===== config.mk =====
export PLATFORM = sky130hd
export DESIGN_NAME = fes_erase_sequencer
export DESIGN_NICKNAME = d
export VERILOG_FILES = /design/src/verilog/fes_pkg.sv /design/src/verilog/fes_erase_sequencer.sv
export VERILOG_INCLUDE_DIRS = /design/src /design/src/verilog
export SDC_FILE = /design/constraint.sdc
export NUM_CORES = 1
export LEC_CHECK = 0
export BUFFER_PORTS_ARGS = -buffer_cell sky130_fd_sc_hd__buf_2
export CAP_MARGIN = 20
export CORE_MARGIN = 2
export CORE_UTILIZATION = 35
export CTS_CLUSTER_SIZE = 24
export DETAILED_ROUTE_END_ITERATION = 10
export PLACE_DENSITY = 0.61
export SLEW_MARGIN = 20
export SYNTH_ARGS = -nofsm -noshare
export SYNTH_HDL_FRONTEND = slang
export SYNTH_SLANG_ARGS = --single-unit

===== constraint.sdc =====
create_clock -name mclk -period 3.75 [get_ports mclk]
set_clock_uncertainty 0.2 [all_clocks]
set_input_delay 0.375 -clock mclk [delete_from_list [all_inputs] [get_ports mclk]]
set_output_delay 0.375 -clock mclk [all_outputs]
set_load 0.01 [all_outputs]

===== src/verilog/fes_defs.svh =====
// Constants for the flash erase and suspend/resume sequencer.
`ifndef FES_DEFS_SVH
`define FES_DEFS_SVH
`define FES_OP_WREN 8'h06
`define FES_OP_WRDI 8'h04
`define FES_OP_RDSR1 8'h05
`define FES_OP_RDSR2 8'h35
`define FES_OP_BLKERASE 8'hD8
`define FES_OP_CHIP_A 8'hC7
`define FES_OP_CHIP_B 8'h60
`define FES_OP_SUSPEND 8'h75
`define FES_OP_RESUME 8'h7A
`define FES_OP_WRSR 8'h01
`define FES_OP_SECERASE 8'h20
`define FES_OP_SRERASE 8'h44
`define FES_OP_SRPROG 8'h42
`define FES_OP_PROG 8'h02
`define FES_OP_QPROG 8'h32
`define FES_OP_READ 8'h03
`define FES_OP_FREAD 8'h0B
`define FES_OP_DREAD 8'h3B
`define FES_OP_QREAD 8'h6B
`define FES_OP_DIOREAD 8'hBB
`define FES_OP_QIOREAD 8'hEB
`define FES_OP_MODERST 8'hFF
`define FES_BITS_OPCODE 6'd8
`define FES_BITS_ADDRCMD 6'd32
`define FES_TOP_BLOCK 7'h7F
`define FES_ALL_BLOCKS 8'h80
`define FES_BP_ALL 3'h7
`define FES_ADDR_PROT 4'h0
`define FES_ADDR_STATUS 4'h4
`define FES_PROT_RESET 6'h00
`define FES_RESP_OKAY 2'h0
`define FES_RESP_SLVERR 2'h2
`define FES_CLK_PERIOD_NS 10
`define FES_RESUME_BUSY_NS 200
`define FES_RESUME_BUSY_CYCLES \
   (`FES_RESUME_BUSY_NS / `FES_CLK_PERIOD_NS)
`define FES_BLOCK_ERASE_CYCLES 15000000
`define FES_CHIP_ERASE_CYCLES 400000000
`define FES_SUSPEND_LAT_CYCLES 2000
`endif


===== src/verilog/fes_pkg.sv =====
// Types shared by the flash erase and suspend/resume sequencer.
package fes_pkg;
   // Serial pins after the pad, all asynchronous to mclk.
   typedef struct packed {
      logic selectN;
      logic sclk;
      logic si;
   } fes_spi_t;
   // Protection settings held in the protection register.
   typedef struct packed {
      logic complement;
      logic granule;
      logic fromBottom;
      logic [2:0] rangeBits;
   } fes_prot_t;
   // Erase order towards the array, one-cycle valid.
   typedef struct packed {
      logic valid;
      logic chip;
      logic [23:0] base;
   } fes_erase_t;
   // State of the page program sequencer that shares the pins.
   typedef struct packed {
      logic suspended;
      logic [6:0] block;
   } fes_prog_t;
   // Forwarded opcode for the read and program sequencers.
   typedef struct packed {
      logic valid;
      logic [7:0] opcode;
   } fes_fwd_t;
   typedef enum logic [2:0] {
      FES_IDLE = 3'b000,
      FES_BLOCK = 3'b001,
      FES_CHIP = 3'b010,
      FES_SUSPENDING = 3'b011,
      FES_SUSPENDED = 3'b100
   } fes_state_t;
endpackage


===== src/verilog/fes_erase_sequencer.sv =====
// Erase, suspend and resume sequencer behind the serial flash pins.
//
// Implementation choices: the address map and register access over AXI4-Lite.
`timescale 1ns/1ns
`include "fes_defs.svh"
module fes_erase_sequencer #(
   parameter int unsigned BLOCK_ERASE_CYCLES = `FES_BLOCK_ERASE_CYCLES,
   parameter int unsigned CHIP_ERASE_CYCLES = `FES_CHIP_ERASE_CYCLES,
   parameter int unsigned SUSPEND_LAT_CYCLES = `FES_SUSPEND_LAT_CYCLES
) (
   // Clock and reset.
   input wire logic mclk,
   input wire logic rst,
   // Serial pins.
   input wire fes_pkg::fes_spi_t spiPins,
   output logic so,
   output logic soOe,
   // Page program sequencer state and command forwarding.
   input wire fes_pkg::fes_prog_t progState,
   output fes_pkg::fes_fwd_t fwdCmd,
   // Erase orders to the array.
   output fes_pkg::fes_erase_t eraseCmd,
   output logic busy,
   // AXI4-Lite write channels.
   input wire logic [3:0] awaddr,
   input wire logic awvalid,
   output logic awready,
   input wire logic [31:0] wdata,
   input wire logic [3:0] wstrb,
   input wire logic wvalid,
   output logic wready,
   output logic [1:0] bresp,
   output logic bvalid,
   input wire logic bready,
   // AXI4-Lite read channels.
   input wire logic [3:0] araddr,
   input wire logic arvalid,
   output logic arready,
   output logic [31:0] rdata,
   output logic [1:0] rresp,
   output logic rvalid,
   input wire logic rready
);
   import fes_pkg::*;

   ////////////////////////////////////////////////////////////////////////
   // Decoding functions.

   // True when the 64 kB block is covered by the protection settings.
   function automatic logic blockProt(input logic [6:0] blk,
                                      input fes_prot_t p);
      logic edgeBlk;
      logic inRange;
      logic partial;
      logic [7:0] span;
      begin
         span = 8'h01 << p.rangeBits;
         edgeBlk = p.fromBottom ? (blk == 7'h00) : (blk == `FES_TOP_BLOCK);
         if (p.rangeBits == 3'h0) begin
            inRange = 1'b0;
         end else if (p.rangeBits == `FES_BP_ALL) begin
            inRange = 1'b1;
         end else if (p.granule) begin
            inRange = edgeBlk;
         end else if (p.fromBottom) begin
            inRange = {1'b0, blk} < span;
         end else begin
            inRange = {1'b0, blk} >= (`FES_ALL_BLOCKS - span);
         end
         // A sector-grain range only covers part of its edge block.
         partial = p.granule && edgeBlk && (p.rangeBits != 3'h0) &&
                   (p.rangeBits != `FES_BP_ALL);
         return p.complement ? (!inRange || partial) : inRange;
      end
   endfunction

   // True when an opcode may run while an operation is paused.
   function automatic logic allowedPaused(input logic [7:0] op,
                                          input logic progPaused);
      begin
         case (op)
            `FES_OP_READ, `FES_OP_FREAD, `FES_OP_DREAD, `FES_OP_QREAD,
            `FES_OP_DIOREAD, `FES_OP_QIOREAD: begin
               return 1'b1;
            end
            `FES_OP_MODERST, `FES_OP_RDSR1, `FES_OP_RDSR2, `FES_OP_WREN,
            `FES_OP_RESUME: begin
               return 1'b1;
            end
            `FES_OP_PROG: begin
               return !progPaused;
            end
            `FES_OP_SECERASE, `FES_OP_BLKERASE: begin
               return progPaused;
            end
            default: begin
               // Status write, security ops, quad program, chip erase.
               return 1'b0;
            end
         endcase
      end
   endfunction

   ////////////////////////////////////////////////////////////////////////
   // Pin synchronisers and edge detection.

   logic [2:0] pinMeta_reg;
   logic [2:0] pinSync_reg;
   logic sclkPrev_reg;
   logic selPrev_reg;
   logic selN;
   logic sclkRise;
   logic sclkFall;
   logic selRise;

   // Two flops per pin; only the second stage is looked at.
   always_ff @(posedge mclk) begin
      if (rst) begin
         pinMeta_reg <= 3'h7;
         pinSync_reg <= 3'h7;
         sclkPrev_reg <= 1'b1;
         selPrev_reg <= 1'b1;
      end else begin
         pinMeta_reg <= spiPins;
         pinSync_reg <= pinMeta_reg;
         sclkPrev_reg <= pinSync_reg[1];
         selPrev_reg <= pinSync_reg[2];
      end
   end

   assign selN = pinSync_reg[2];
   assign sclkRise = pinSync_reg[1] && !sclkPrev_reg && !selN;
   assign sclkFall = !pinSync_reg[1] && sclkPrev_reg && !selN;
   assign selRise = selN && !selPrev_reg;

   ////////////////////////////////////////////////////////////////////////
   // Bit shifter, bit counter and opcode capture.

   logic [31:0] shift_reg;
   logic [5:0] bitCnt_reg;
   logic [7:0] opcode_reg;
   logic [7:0] opcodeNow;
   logic opcodeDone;

   assign opcodeNow = {shift_reg[6:0], pinSync_reg[0]};
   assign opcodeDone = sclkRise && (bitCnt_reg == `FES_BITS_OPCODE - 6'd1);

   // The count saturates so a long frame never looks like a short one.
   always_ff @(posedge mclk) begin
      if (rst || selN) begin
         bitCnt_reg <= 6'h00;
      end else if (sclkRise && bitCnt_reg != 6'h3F) begin
         bitCnt_reg <= bitCnt_reg + 6'd1;
      end
   end

   always_ff @(posedge mclk) begin
      if (rst) begin
         shift_reg <= 32'h0000_0000;
         opcode_reg <= 8'h00;
      end else if (sclkRise) begin
         shift_reg <= {shift_reg[30:0], pinSync_reg[0]};
         if (opcodeDone) begin
            opcode_reg <= opcodeNow;
         end
      end
   end

   ////////////////////////////////////////////////////////////////////////
   // Command decision at the rise of select.

   fes_state_t state_reg;
   fes_prot_t prot_reg;
   logic latch_reg;
   logic susp_reg;
   logic paused;
   logic busyNow;
   logic opOnly;
   logic addrOnly;
   logic [6:0] blkAddr;
   logic blkPausedOk;
   logic startBlock;
   logic startChip;
   logic takeSuspend;
   logic takeResume;
   logic doneOp;

   assign busyNow = (state_reg == FES_BLOCK) || (state_reg == FES_CHIP) ||
                    (state_reg == FES_SUSPENDING);
   assign paused = susp_reg || progState.suspended;
   assign opOnly = bitCnt_reg == `FES_BITS_OPCODE;
   assign addrOnly = bitCnt_reg == `FES_BITS_ADDRCMD;
   // Low sixteen address bits select nothing within the block.
   assign blkAddr = shift_reg[22:16];
   // A paused program keeps its block out of reach of a new erase.
   assign blkPausedOk = !paused ||
      (allowedPaused(`FES_OP_BLKERASE, progState.suspended) && !susp_reg &&
       blkAddr != progState.block);

   assign startBlock = selRise && opcode_reg == `FES_OP_BLKERASE &&
      addrOnly && latch_reg && !busyNow && blkPausedOk &&
      !blockProt(blkAddr, prot_reg);
   assign startChip = selRise && opOnly && latch_reg && !busyNow &&
      !paused && (opcode_reg == `FES_OP_CHIP_A ||
      opcode_reg == `FES_OP_CHIP_B) && (prot_reg.complement ?
      prot_reg.rangeBits == `FES_BP_ALL :
      prot_reg.rangeBits == 3'h0);
   // Only a running block erase can be paused here; chip erase cannot.
   // A program already paused shows in the flag, so a second pause is ignored.
   assign takeSuspend = selRise && opOnly &&
      opcode_reg == `FES_OP_SUSPEND && !paused && busyNow &&
      state_reg == FES_BLOCK;
   assign takeResume = selRise && opOnly && opcode_reg == `FES_OP_RESUME &&
      susp_reg && !busyNow;

   ////////////////////////////////////////////////////////////////////////
   // Operation state machine and timers.

   logic [31:0] remain_reg;
   logic [31:0] latCnt_reg;
   logic [23:0] target_reg;

   // A suspend in the last cycle wins; the erase then ends after resume.
   assign doneOp = (state_reg == FES_BLOCK || state_reg == FES_CHIP) &&
                   remain_reg == 32'h0000_0001 && !takeSuspend;

   // The remaining erase time survives a pause so resume picks it up.
   always_ff @(posedge mclk) begin
      if (rst) begin
         state_reg <= FES_IDLE;
         remain_reg <= 32'h0000_0000;
         latCnt_reg <= 32'h0000_0000;
         target_reg <= 24'h00_0000;
      end else begin
         case (state_reg)
            FES_IDLE: begin
               if (startBlock) begin
                  state_reg <= FES_BLOCK;
                  remain_reg <= BLOCK_ERASE_CYCLES;
                  target_reg <= {1'b0, blkAddr, 16'h0000};
               end else if (startChip) begin
                  state_reg <= FES_CHIP;
                  remain_reg <= CHIP_ERASE_CYCLES;
                  target_reg <= 24'h00_0000;
               end
            end
            FES_BLOCK, FES_CHIP: begin
               if (takeSuspend) begin
                  state_reg <= FES_SUSPENDING;
                  latCnt_reg <= 32'h0000_0001;
               end else if (doneOp) begin
                  state_reg <= FES_IDLE;
               end else begin
                  remain_reg <= remain_reg - 32'd1;
               end
            end
            FES_SUSPENDING: begin
               // Busy falls once the suspend latency has run out.
               if (latCnt_reg >= SUSPEND_LAT_CYCLES) begin
                  state_reg <= FES_SUSPENDED;
               end else begin
                  latCnt_reg <= latCnt_reg + 32'd1;
               end
            end
            FES_SUSPENDED: begin
               if (takeResume) begin
                  state_reg <= FES_BLOCK;
               end
            end
            default: begin
               state_reg <= FES_IDLE;
            end
         endcase
      end
   end

   // Reset stands for power loss: any pause is forgotten.
   always_ff @(posedge mclk) begin
      if (rst) begin
         susp_reg <= 1'b0;
      end else if (takeSuspend) begin
         susp_reg <= 1'b1;
      end else if (takeResume) begin
         susp_reg <= 1'b0;
      end
   end

   // Write enable may be given while paused but not while busy.
   always_ff @(posedge mclk) begin
      if (rst) begin
         latch_reg <= 1'b0;
      end else if (doneOp) begin
         latch_reg <= 1'b0;
      end else if (selRise && opOnly && !busyNow) begin
         if (opcode_reg == `FES_OP_WREN) begin
            latch_reg <= 1'b1;
         end else if (opcode_reg == `FES_OP_WRDI) begin
            latch_reg <= 1'b0;
         end
      end
   end

   // The array is told to fill the range with FFh when the time is over.
   always_ff @(posedge mclk) begin
      if (rst) begin
         eraseCmd <= '0;
      end else begin
         eraseCmd.valid <= doneOp;
         eraseCmd.chip <= state_reg == FES_CHIP;
         eraseCmd.base <= target_reg;
      end
   end

   assign busy = busyNow;

   ////////////////////////////////////////////////////////////////////////
   // Status read-out and command forwarding.

   logic readOut_reg;
   logic readSr2_reg;
   logic [2:0] outIdx_reg;
   logic [7:0] statusByte;
   logic ownOp;

   // Status answers stay open while busy so the host can poll.
   assign statusByte = readSr2_reg ?
      {paused, prot_reg.complement, 6'h00} :
      {1'b0, prot_reg.granule, prot_reg.fromBottom, prot_reg.rangeBits,
       latch_reg, busyNow};

   always_ff @(posedge mclk) begin
      if (rst || selN) begin
         readOut_reg <= 1'b0;
         readSr2_reg <= 1'b0;
         outIdx_reg <= 3'h7;
         so <= 1'b0;
      end else if (opcodeDone && (opcodeNow == `FES_OP_RDSR1 ||
                   opcodeNow == `FES_OP_RDSR2)) begin
         readOut_reg <= 1'b1;
         readSr2_reg <= opcodeNow == `FES_OP_RDSR2;
         outIdx_reg <= 3'h7;
      end else if (sclkFall && readOut_reg) begin
         so <= statusByte[outIdx_reg];
         outIdx_reg <= outIdx_reg - 3'd1;
      end
   end

   assign soOe = readOut_reg && !selN;

   assign ownOp = opcodeNow == `FES_OP_WREN || opcodeNow == `FES_OP_WRDI ||
      opcodeNow == `FES_OP_RDSR1 || opcodeNow == `FES_OP_RDSR2 ||
      opcodeNow == `FES_OP_BLKERASE || opcodeNow == `FES_OP_CHIP_A ||
      opcodeNow == `FES_OP_CHIP_B || opcodeNow == `FES_OP_SUSPEND ||
      (opcodeNow == `FES_OP_RESUME && susp_reg);

   // Foreign opcodes go on only if the pause filter lets them through.
   always_ff @(posedge mclk) begin
      if (rst) begin
         fwdCmd <= '0;
      end else begin
         fwdCmd.valid <= opcodeDone && !ownOp &&
            (!paused || allowedPaused(opcodeNow, progState.suspended));
         fwdCmd.opcode <= opcodeNow;
      end
   end

   ////////////////////////////////////////////////////////////////////////
   // AXI4-Lite slave: protection register and status register.

   logic awHeld_reg;
   logic wHeld_reg;
   logic [3:0] awAddr_reg;
   logic [31:0] wData_reg;
   logic [3:0] wStrb_reg;

   assign awready = !awHeld_reg;
   assign wready = !wHeld_reg;
   assign arready = !rvalid;

   // Address and data are held apart and answered once both are in.
   always_ff @(posedge mclk) begin
      if (rst) begin
         awHeld_reg <= 1'b0;
         wHeld_reg <= 1'b0;
         awAddr_reg <= 4'h0;
         wData_reg <= 32'h0000_0000;
         wStrb_reg <= 4'h0;
         bvalid <= 1'b0;
         bresp <= `FES_RESP_OKAY;
         prot_reg <= `FES_PROT_RESET;
      end else begin
         if (awvalid && awready) begin
            awHeld_reg <= 1'b1;
            awAddr_reg <= awaddr;
         end
         if (wvalid && wready) begin
            wHeld_reg <= 1'b1;
            wData_reg <= wdata;
            wStrb_reg <= wstrb;
         end
         if (bvalid && bready) begin
            bvalid <= 1'b0;
         end else if (awHeld_reg && wHeld_reg && !bvalid) begin
            awHeld_reg <= 1'b0;
            wHeld_reg <= 1'b0;
            bvalid <= 1'b1;
            bresp <= (awAddr_reg == `FES_ADDR_PROT ||
                      awAddr_reg == `FES_ADDR_STATUS) ?
                     `FES_RESP_OKAY : `FES_RESP_SLVERR;
            if (awAddr_reg == `FES_ADDR_PROT && wStrb_reg[0]) begin
               prot_reg <= wData_reg[5:0];
            end
         end
      end
   end

   // Reads return live state one cycle after the address is taken.
   always_ff @(posedge mclk) begin
      if (rst) begin
         rvalid <= 1'b0;
         rdata <= 32'h0000_0000;
         rresp <= `FES_RESP_OKAY;
      end else if (rvalid && rready) begin
         rvalid <= 1'b0;
      end else if (arvalid && arready) begin
         rvalid <= 1'b1;
         rresp <= `FES_RESP_OKAY;
         if (araddr == `FES_ADDR_PROT) begin
            rdata <= {26'h000_0000, prot_reg};
         end else if (araddr == `FES_ADDR_STATUS) begin
            rdata <= {26'h000_0000, state_reg, paused, latch_reg, busyNow};
         end else begin
            rdata <= 32'h0000_0000;
            rresp <= `FES_RESP_SLVERR;
         end
      end
   end
endmodule


[Yosys cells after proc, flatten, opt, wreduce, memory -nomap -nowiden]
Index checks and enable logic that the tools add are counted.
Widths: inputs -> output; s select.
Word-level totals
  input port bits: 62
  latch bits: 0
  memory bits (writable): 0
  word-level logic and storage cells: 251
  flip-flop bits (word level): 236
  memories: 0
  bits in read-only memories: 0
Cells by class
  $add $sub $neg: 5
  $lt $le $gt $ge: 4
  equality and inequality tests: 48
  multiply operators: 0
  divide/modulo/power cells: 0
  shift operators: 1
  multiplexer cells: 44
  bitwise logic cells: 3
  reduce and logical (&&, ||, !) cells: 110
Operators by type and width (number)
  $mux 32: 6
  $pmux 32 s2: 2
  $eq 8x7->1 const B: 7
  $eq 8x8->1 const B: 7
  $logic_and 1x1->1: 48
  $mux 24: 2
  $eq 8x3->1 const B: 5
  $add 32x1->32 const B: 1
  $eq 32x1->1 const B: 1
  $ge 32x11->1 const B: 1
  $sub 32x1->32 const B: 1
  $eq 8x6->1 const B: 3
  $mux 1: 19
  $logic_or 1x1->1: 18
  $mux 3: 6
  $eq 8x2->1 const B: 2
  $logic_not 1->1: 16
  $mux 6: 2
  $pmux 3 s4: 1
  $reduce_and 2->1: 6
  $reduce_or 2->1: 6
  $reduce_or 11->1: 1
  $ne 2x2->1 const B: 5
  $reduce_bool 2->1: 5
  31 further kinds: 44

[Longest topological paths before layout]
  depth in word-level cells: 14
  depth in mapped cells: 12
  depth with buffers taken out: 10

[Worst setup path before layout]
No wires, ideal clock.
  path kind: register -> register
  start point: register prot_reg[2] (netlist bit)
  end point: register remain_reg[15]
  slack: 0.375 ns
  arrival: 3.040 ns
  library setup time: 0.134 ns
  period minus slack after synthesis: 3.375 ns
  required time: 3.416 ns
  path buffers: 1
  cell stages (with the launch flop): 11
  path through: dfxtp_1 > nor3_1 > ha_1 > nand2b_1 > a2111o_1 > a31o_2 > a211oi_1 > nor3_1 > clkbuf_1 > o21ai_0 > a21oi_1
On the way
  word-level cells in the longest chain between the ends: 14
  elaborated cells on any way between the ends: 25
Ends and longest elaborated chain
  from (decl): line fes_erase_sequencer.sv:173  | fes_prot_t prot_reg;
  from (signal assigned): line fes_erase_sequencer.sv:390  | prot_reg <= `FES_PROT_RESET;
  from (signal assigned): line fes_erase_sequencer.sv:411  | prot_reg <= wData_reg[5:0];
  $shl 1x3->8: line fes_erase_sequencer.sv:57  | span = 8'h01 << p.rangeBits;
  $sub 8x8->8 (no line)
  $ge 7x8->1: line fes_erase_sequencer.sv:68  | inRange = {1'b0, blk} >= (`FES_ALL_BLOCKS - span);
  $mux 1: line fes_erase_sequencer.sv:65  | end else if (p.fromBottom) begin
  $mux 1: line fes_erase_sequencer.sv:63  | end else if (p.granule) begin
  $mux 1: line fes_erase_sequencer.sv:61  | end else if (p.rangeBits == `FES_BP_ALL) begin
  $mux 1: line fes_erase_sequencer.sv:59  | if (p.rangeBits == 3'h0) begin
  $logic_not 1->1: line fes_erase_sequencer.sv:73  | return p.complement ? (!inRange || partial) : inRange;
  $logic_or 1x1->1: line fes_erase_sequencer.sv:73
  $mux 1: line fes_erase_sequencer.sv:73
  $logic_not 1->1: line fes_erase_sequencer.sv:202  | !blockProt(blkAddr, prot_reg);
  $logic_and 1x1->1: line fes_erase_sequencer.sv:200  | assign startBlock = selRise && opcode_reg == `FES_OP_BLKERASE &&
  $ne 3x3->1 (no line) or $mux 32 (tied branches)
  $reduce_and 4->1 (no line) or $pmux 32 s2 (tied branches)
  to (signal assigned): line fes_erase_sequencer.sv:254  | remain_reg <= remain_reg - 32'd1;
  to (decl): line fes_erase_sequencer.sv:219  | logic [31:0] remain_reg;
Parallel ways exist; a longest one is shown, timed or not.
A chain may end at the register's enable or synchronous reset.

[Worst setup path after layout]
  start point: register prot_reg[2] (netlist bit)
  end point: register remain_reg[4]
Same word-level chain as after synthesis.

==> results.sh <==
export IMPL_hold_path_class="in -> reg"
export IMPL_p_per_area_nw_per_um2=568
export IMPL_instances_no_fill=1497
export IMPL_synth_fa_ha_area_frac=0.0277
export IMPL_synth_area_per_cell_um2=8.30
export IMPL_vias=7839
export IMPL_hold_viol_final=0
export IMPL_antenna_found_initial=0
export IMPL_synthArstFlopShare=0
export IMPL_synthMuxAreaShare=0.0474
export IMPL_synthSimpleGateAreaFrac=0.271
export IMPL_min_delay_start="wdata[0]"
export IMPL_reg2reg_from="prot_reg[2]"
export IMPL_synth_top_family_by_area="simple AND/OR/NAND/NOR gates"
export IMPL_synth_area_um2=9040
export IMPL_synth_edf_count=0
export IMPL_io_buffers=66
export IMPL_r2r_setup_slack_ns=0.32
export IMPL_p_total_mw=5.86
export IMPL_tightest_slew_ns=0.874
export IMPL_synth_seq_cells=174
export IMPL_cap_viol_max_count=0
export IMPL_synth_xor_area_share=0.0281
export IMPL_wl_per_cell_um=14.3
export IMPL_grt_overflow=0
export IMPL_clk_path_buf_depth=2
export IMPL_area_delta_synth_final_pct=14.1
export IMPL_drv_slew=0
export IMPL_cts_sinks=174
export IMPL_rr_worst_depth=10
export IMPL_layout_commonest_cell="dfxtp_1"
export IMPL_antenna_cells=0
export IMPL_cts_clk_slew_worst_paths_ns=0.07
export IMPL_die_y_um=165
export IMPL_relSlewSlack=0.416
export IMPL_setup_tns_ns=0
export IMPL_holdWs_ns=0.0225
export IMPL_cp_endpoint="remain_reg[4]"
export IMPL_grt_max_degree=49
export IMPL_end_kind="register"
export IMPL_final_cell_mix="174 x dfxtp_1, 132 x nor2_1, 89 x nand2_1"
export IMPL_crit_path_start="prot_reg[2]"
export IMPL_viasPerCell=5.24
export IMPL_io_pins=141
export IMPL_reg2reg_to="remain_reg[4]"
export IMPL_cts_tree="done"
export IMPL_critPathKind="reg -> reg"
export IMPL_ys_types=75
export IMPL_synth_compound_area_share=0.163
export IMPL_yosysWarnings=0
export IMPL_gp_congestion=0.836
export IMPL_die_width_um=165
export IMPL_dominantRegCellSynth="dfxtp_1"
export IMPL_min_period_ns=3.43
export IMPL_cp_arrival_ns=3.54
export IMPL_finalCritPeriodShare=0.915
export IMPL_synthCells=1090
export IMPL_htreeDepth=4
export IMPL_critPathRequiredTime_ns=3.86
export IMPL_rsz0062_at_grt="no"
export IMPL_path_max_fanout=11
export IMPL_cellLeakagePower_nw=4.13
export IMPL_fmaxAchievable_mhz=291
export IMPL_firstDrtPassIters=4
export IMPL_core_um2=25300
export IMPL_setup_viol=0
export IMPL_dieArea_um2=27100
export IMPL_grt_pass1_wl_mm=35.6
export IMPL_outcome="complete, no violations"
export IMPL_worstSkewPairLatency_ns=0.43
export IMPL_grt_total_usage=0.162
export IMPL_nNetsFinal=1237
export IMPL_critPathLaunchType="register"
export IMPL_drc=0
export IMPL_grt_pass1_vias=7218
export IMPL_post_place_cells=1449
export IMPL_num_rows=58
export IMPL_layout_drive_gt1_share=0.135
export IMPL_cts_buffers=17
export IMPL_ir_worst_vdd_mv=0.312
export IMPL_ant_nets=0
export IMPL_first_iter_violations=603
export IMPL_finalWirelength_mm=21.4
export IMPL_seq_area_frac_synth=0.385
export IMPL_hpwl_mm=15.0
export IMPL_clockRootBuffer="clkbuf_16"
export IMPL_initial_utilization=0.358
export IMPL_cts_repair_resized=0
-- how the worst min path moves through the flow --
stage,cells after the start,slack [ns],end
after detailed placement,1,0.20,pinSync_reg[0]
after CTS,3,0.007,wData_reg[0]
after floorplan,1,0.19,pinSync_reg[0]
after global routing,3,0.01,wData_reg[0]
final,3,0.02,wData_reg[0]
after global placement,1,0.20,pinSync_reg[1]
-- metal layers --
metal | part of all wire | GRT usage | vias to the layer above | routed length (um)
li1 | - | - | 3979 | -
met1 | 0.47 | 0.212 | 3716 | 10200
met3 | 0.030 | 0.0331 | 17 | 644
met2 | 0.48 | 0.268 | 127 | 10400
met5 | 0 | 0 | - | 0
met4 | 0.013 | 0.0474 | 0 | 286
-- power by group --
group,internal (mW),switching (mW)
sequential,1.96,0.148
combinational,0.796,1.25
clock,0.938,0.760
-- area by class of cell --
type | count | area, um2
multi-input combinational | 826 | 5050
tap | 330 | 413
timing repair buffer | 111 | 726
inverter | 25 | 93.8
clock buffer | 20 | 447
fill | 2569 | 14900
clock inverter | 11 | 110
sequential | 174 | 3480
-- metrics by stage --
stage / utilization / setup WS (ns) / area [um2]
finish: 0.409 / 0.318 / 10300
global route: 0.409 / 0.0527 / 10300
CTS: 0.409 / 0.293 / 10300
detailed placement: 0.380 / 0.322 / 9590
global placement: 0.380 / 0.343 / 9590
floorplan: - / 0.375 / 9210
-- synthesized netlist by cell type (all sizes together), types with 17 or more instances --
master	instances	area (um2)
a211oi	24	200
a21oi	78	390
and3	17	106
buf	58	412
clkbuf	51	191
dfxtp	174	3480
ha	20	250
inv	25	93.8
mux2i	35	350
nand2	90	345
nand3	25	125
nand4	18	113
nor2	132	495
nor2b	22	138
nor3	52	275
nor4	24	163
o21ai	18	90.1
xnor2	19	166
-- logic make-up after synthesis --
group,count (synthesis)
and+or+nand+nor,473
AOI/OAI and AO/OA,218
DFF,174
buffers and inverters,134
muxes,41
xor gates and xnor gates,29
adders and majority gates,20
other,1
-- what timing repair did --
action                                 CTS  global route
buffers inserted                         0             0
endpoints found under the hold margin   17             0
hold buffers                            17             0
-- worst max-delay path, cell delays in order (launching register included) --
cell and delay, ns:
dfxtp_1 0.39, buf_4 0.21, or3b_2 0.47, ha_1 0.28, o211ai_1 0.08, a41o_1 0.28, a211oi_1 0.36, nand3_1 0.39
buf_4 0.30, a311oi_1 0.25, a21oi_1 0.10
Power figures use the tool's default switching activity.
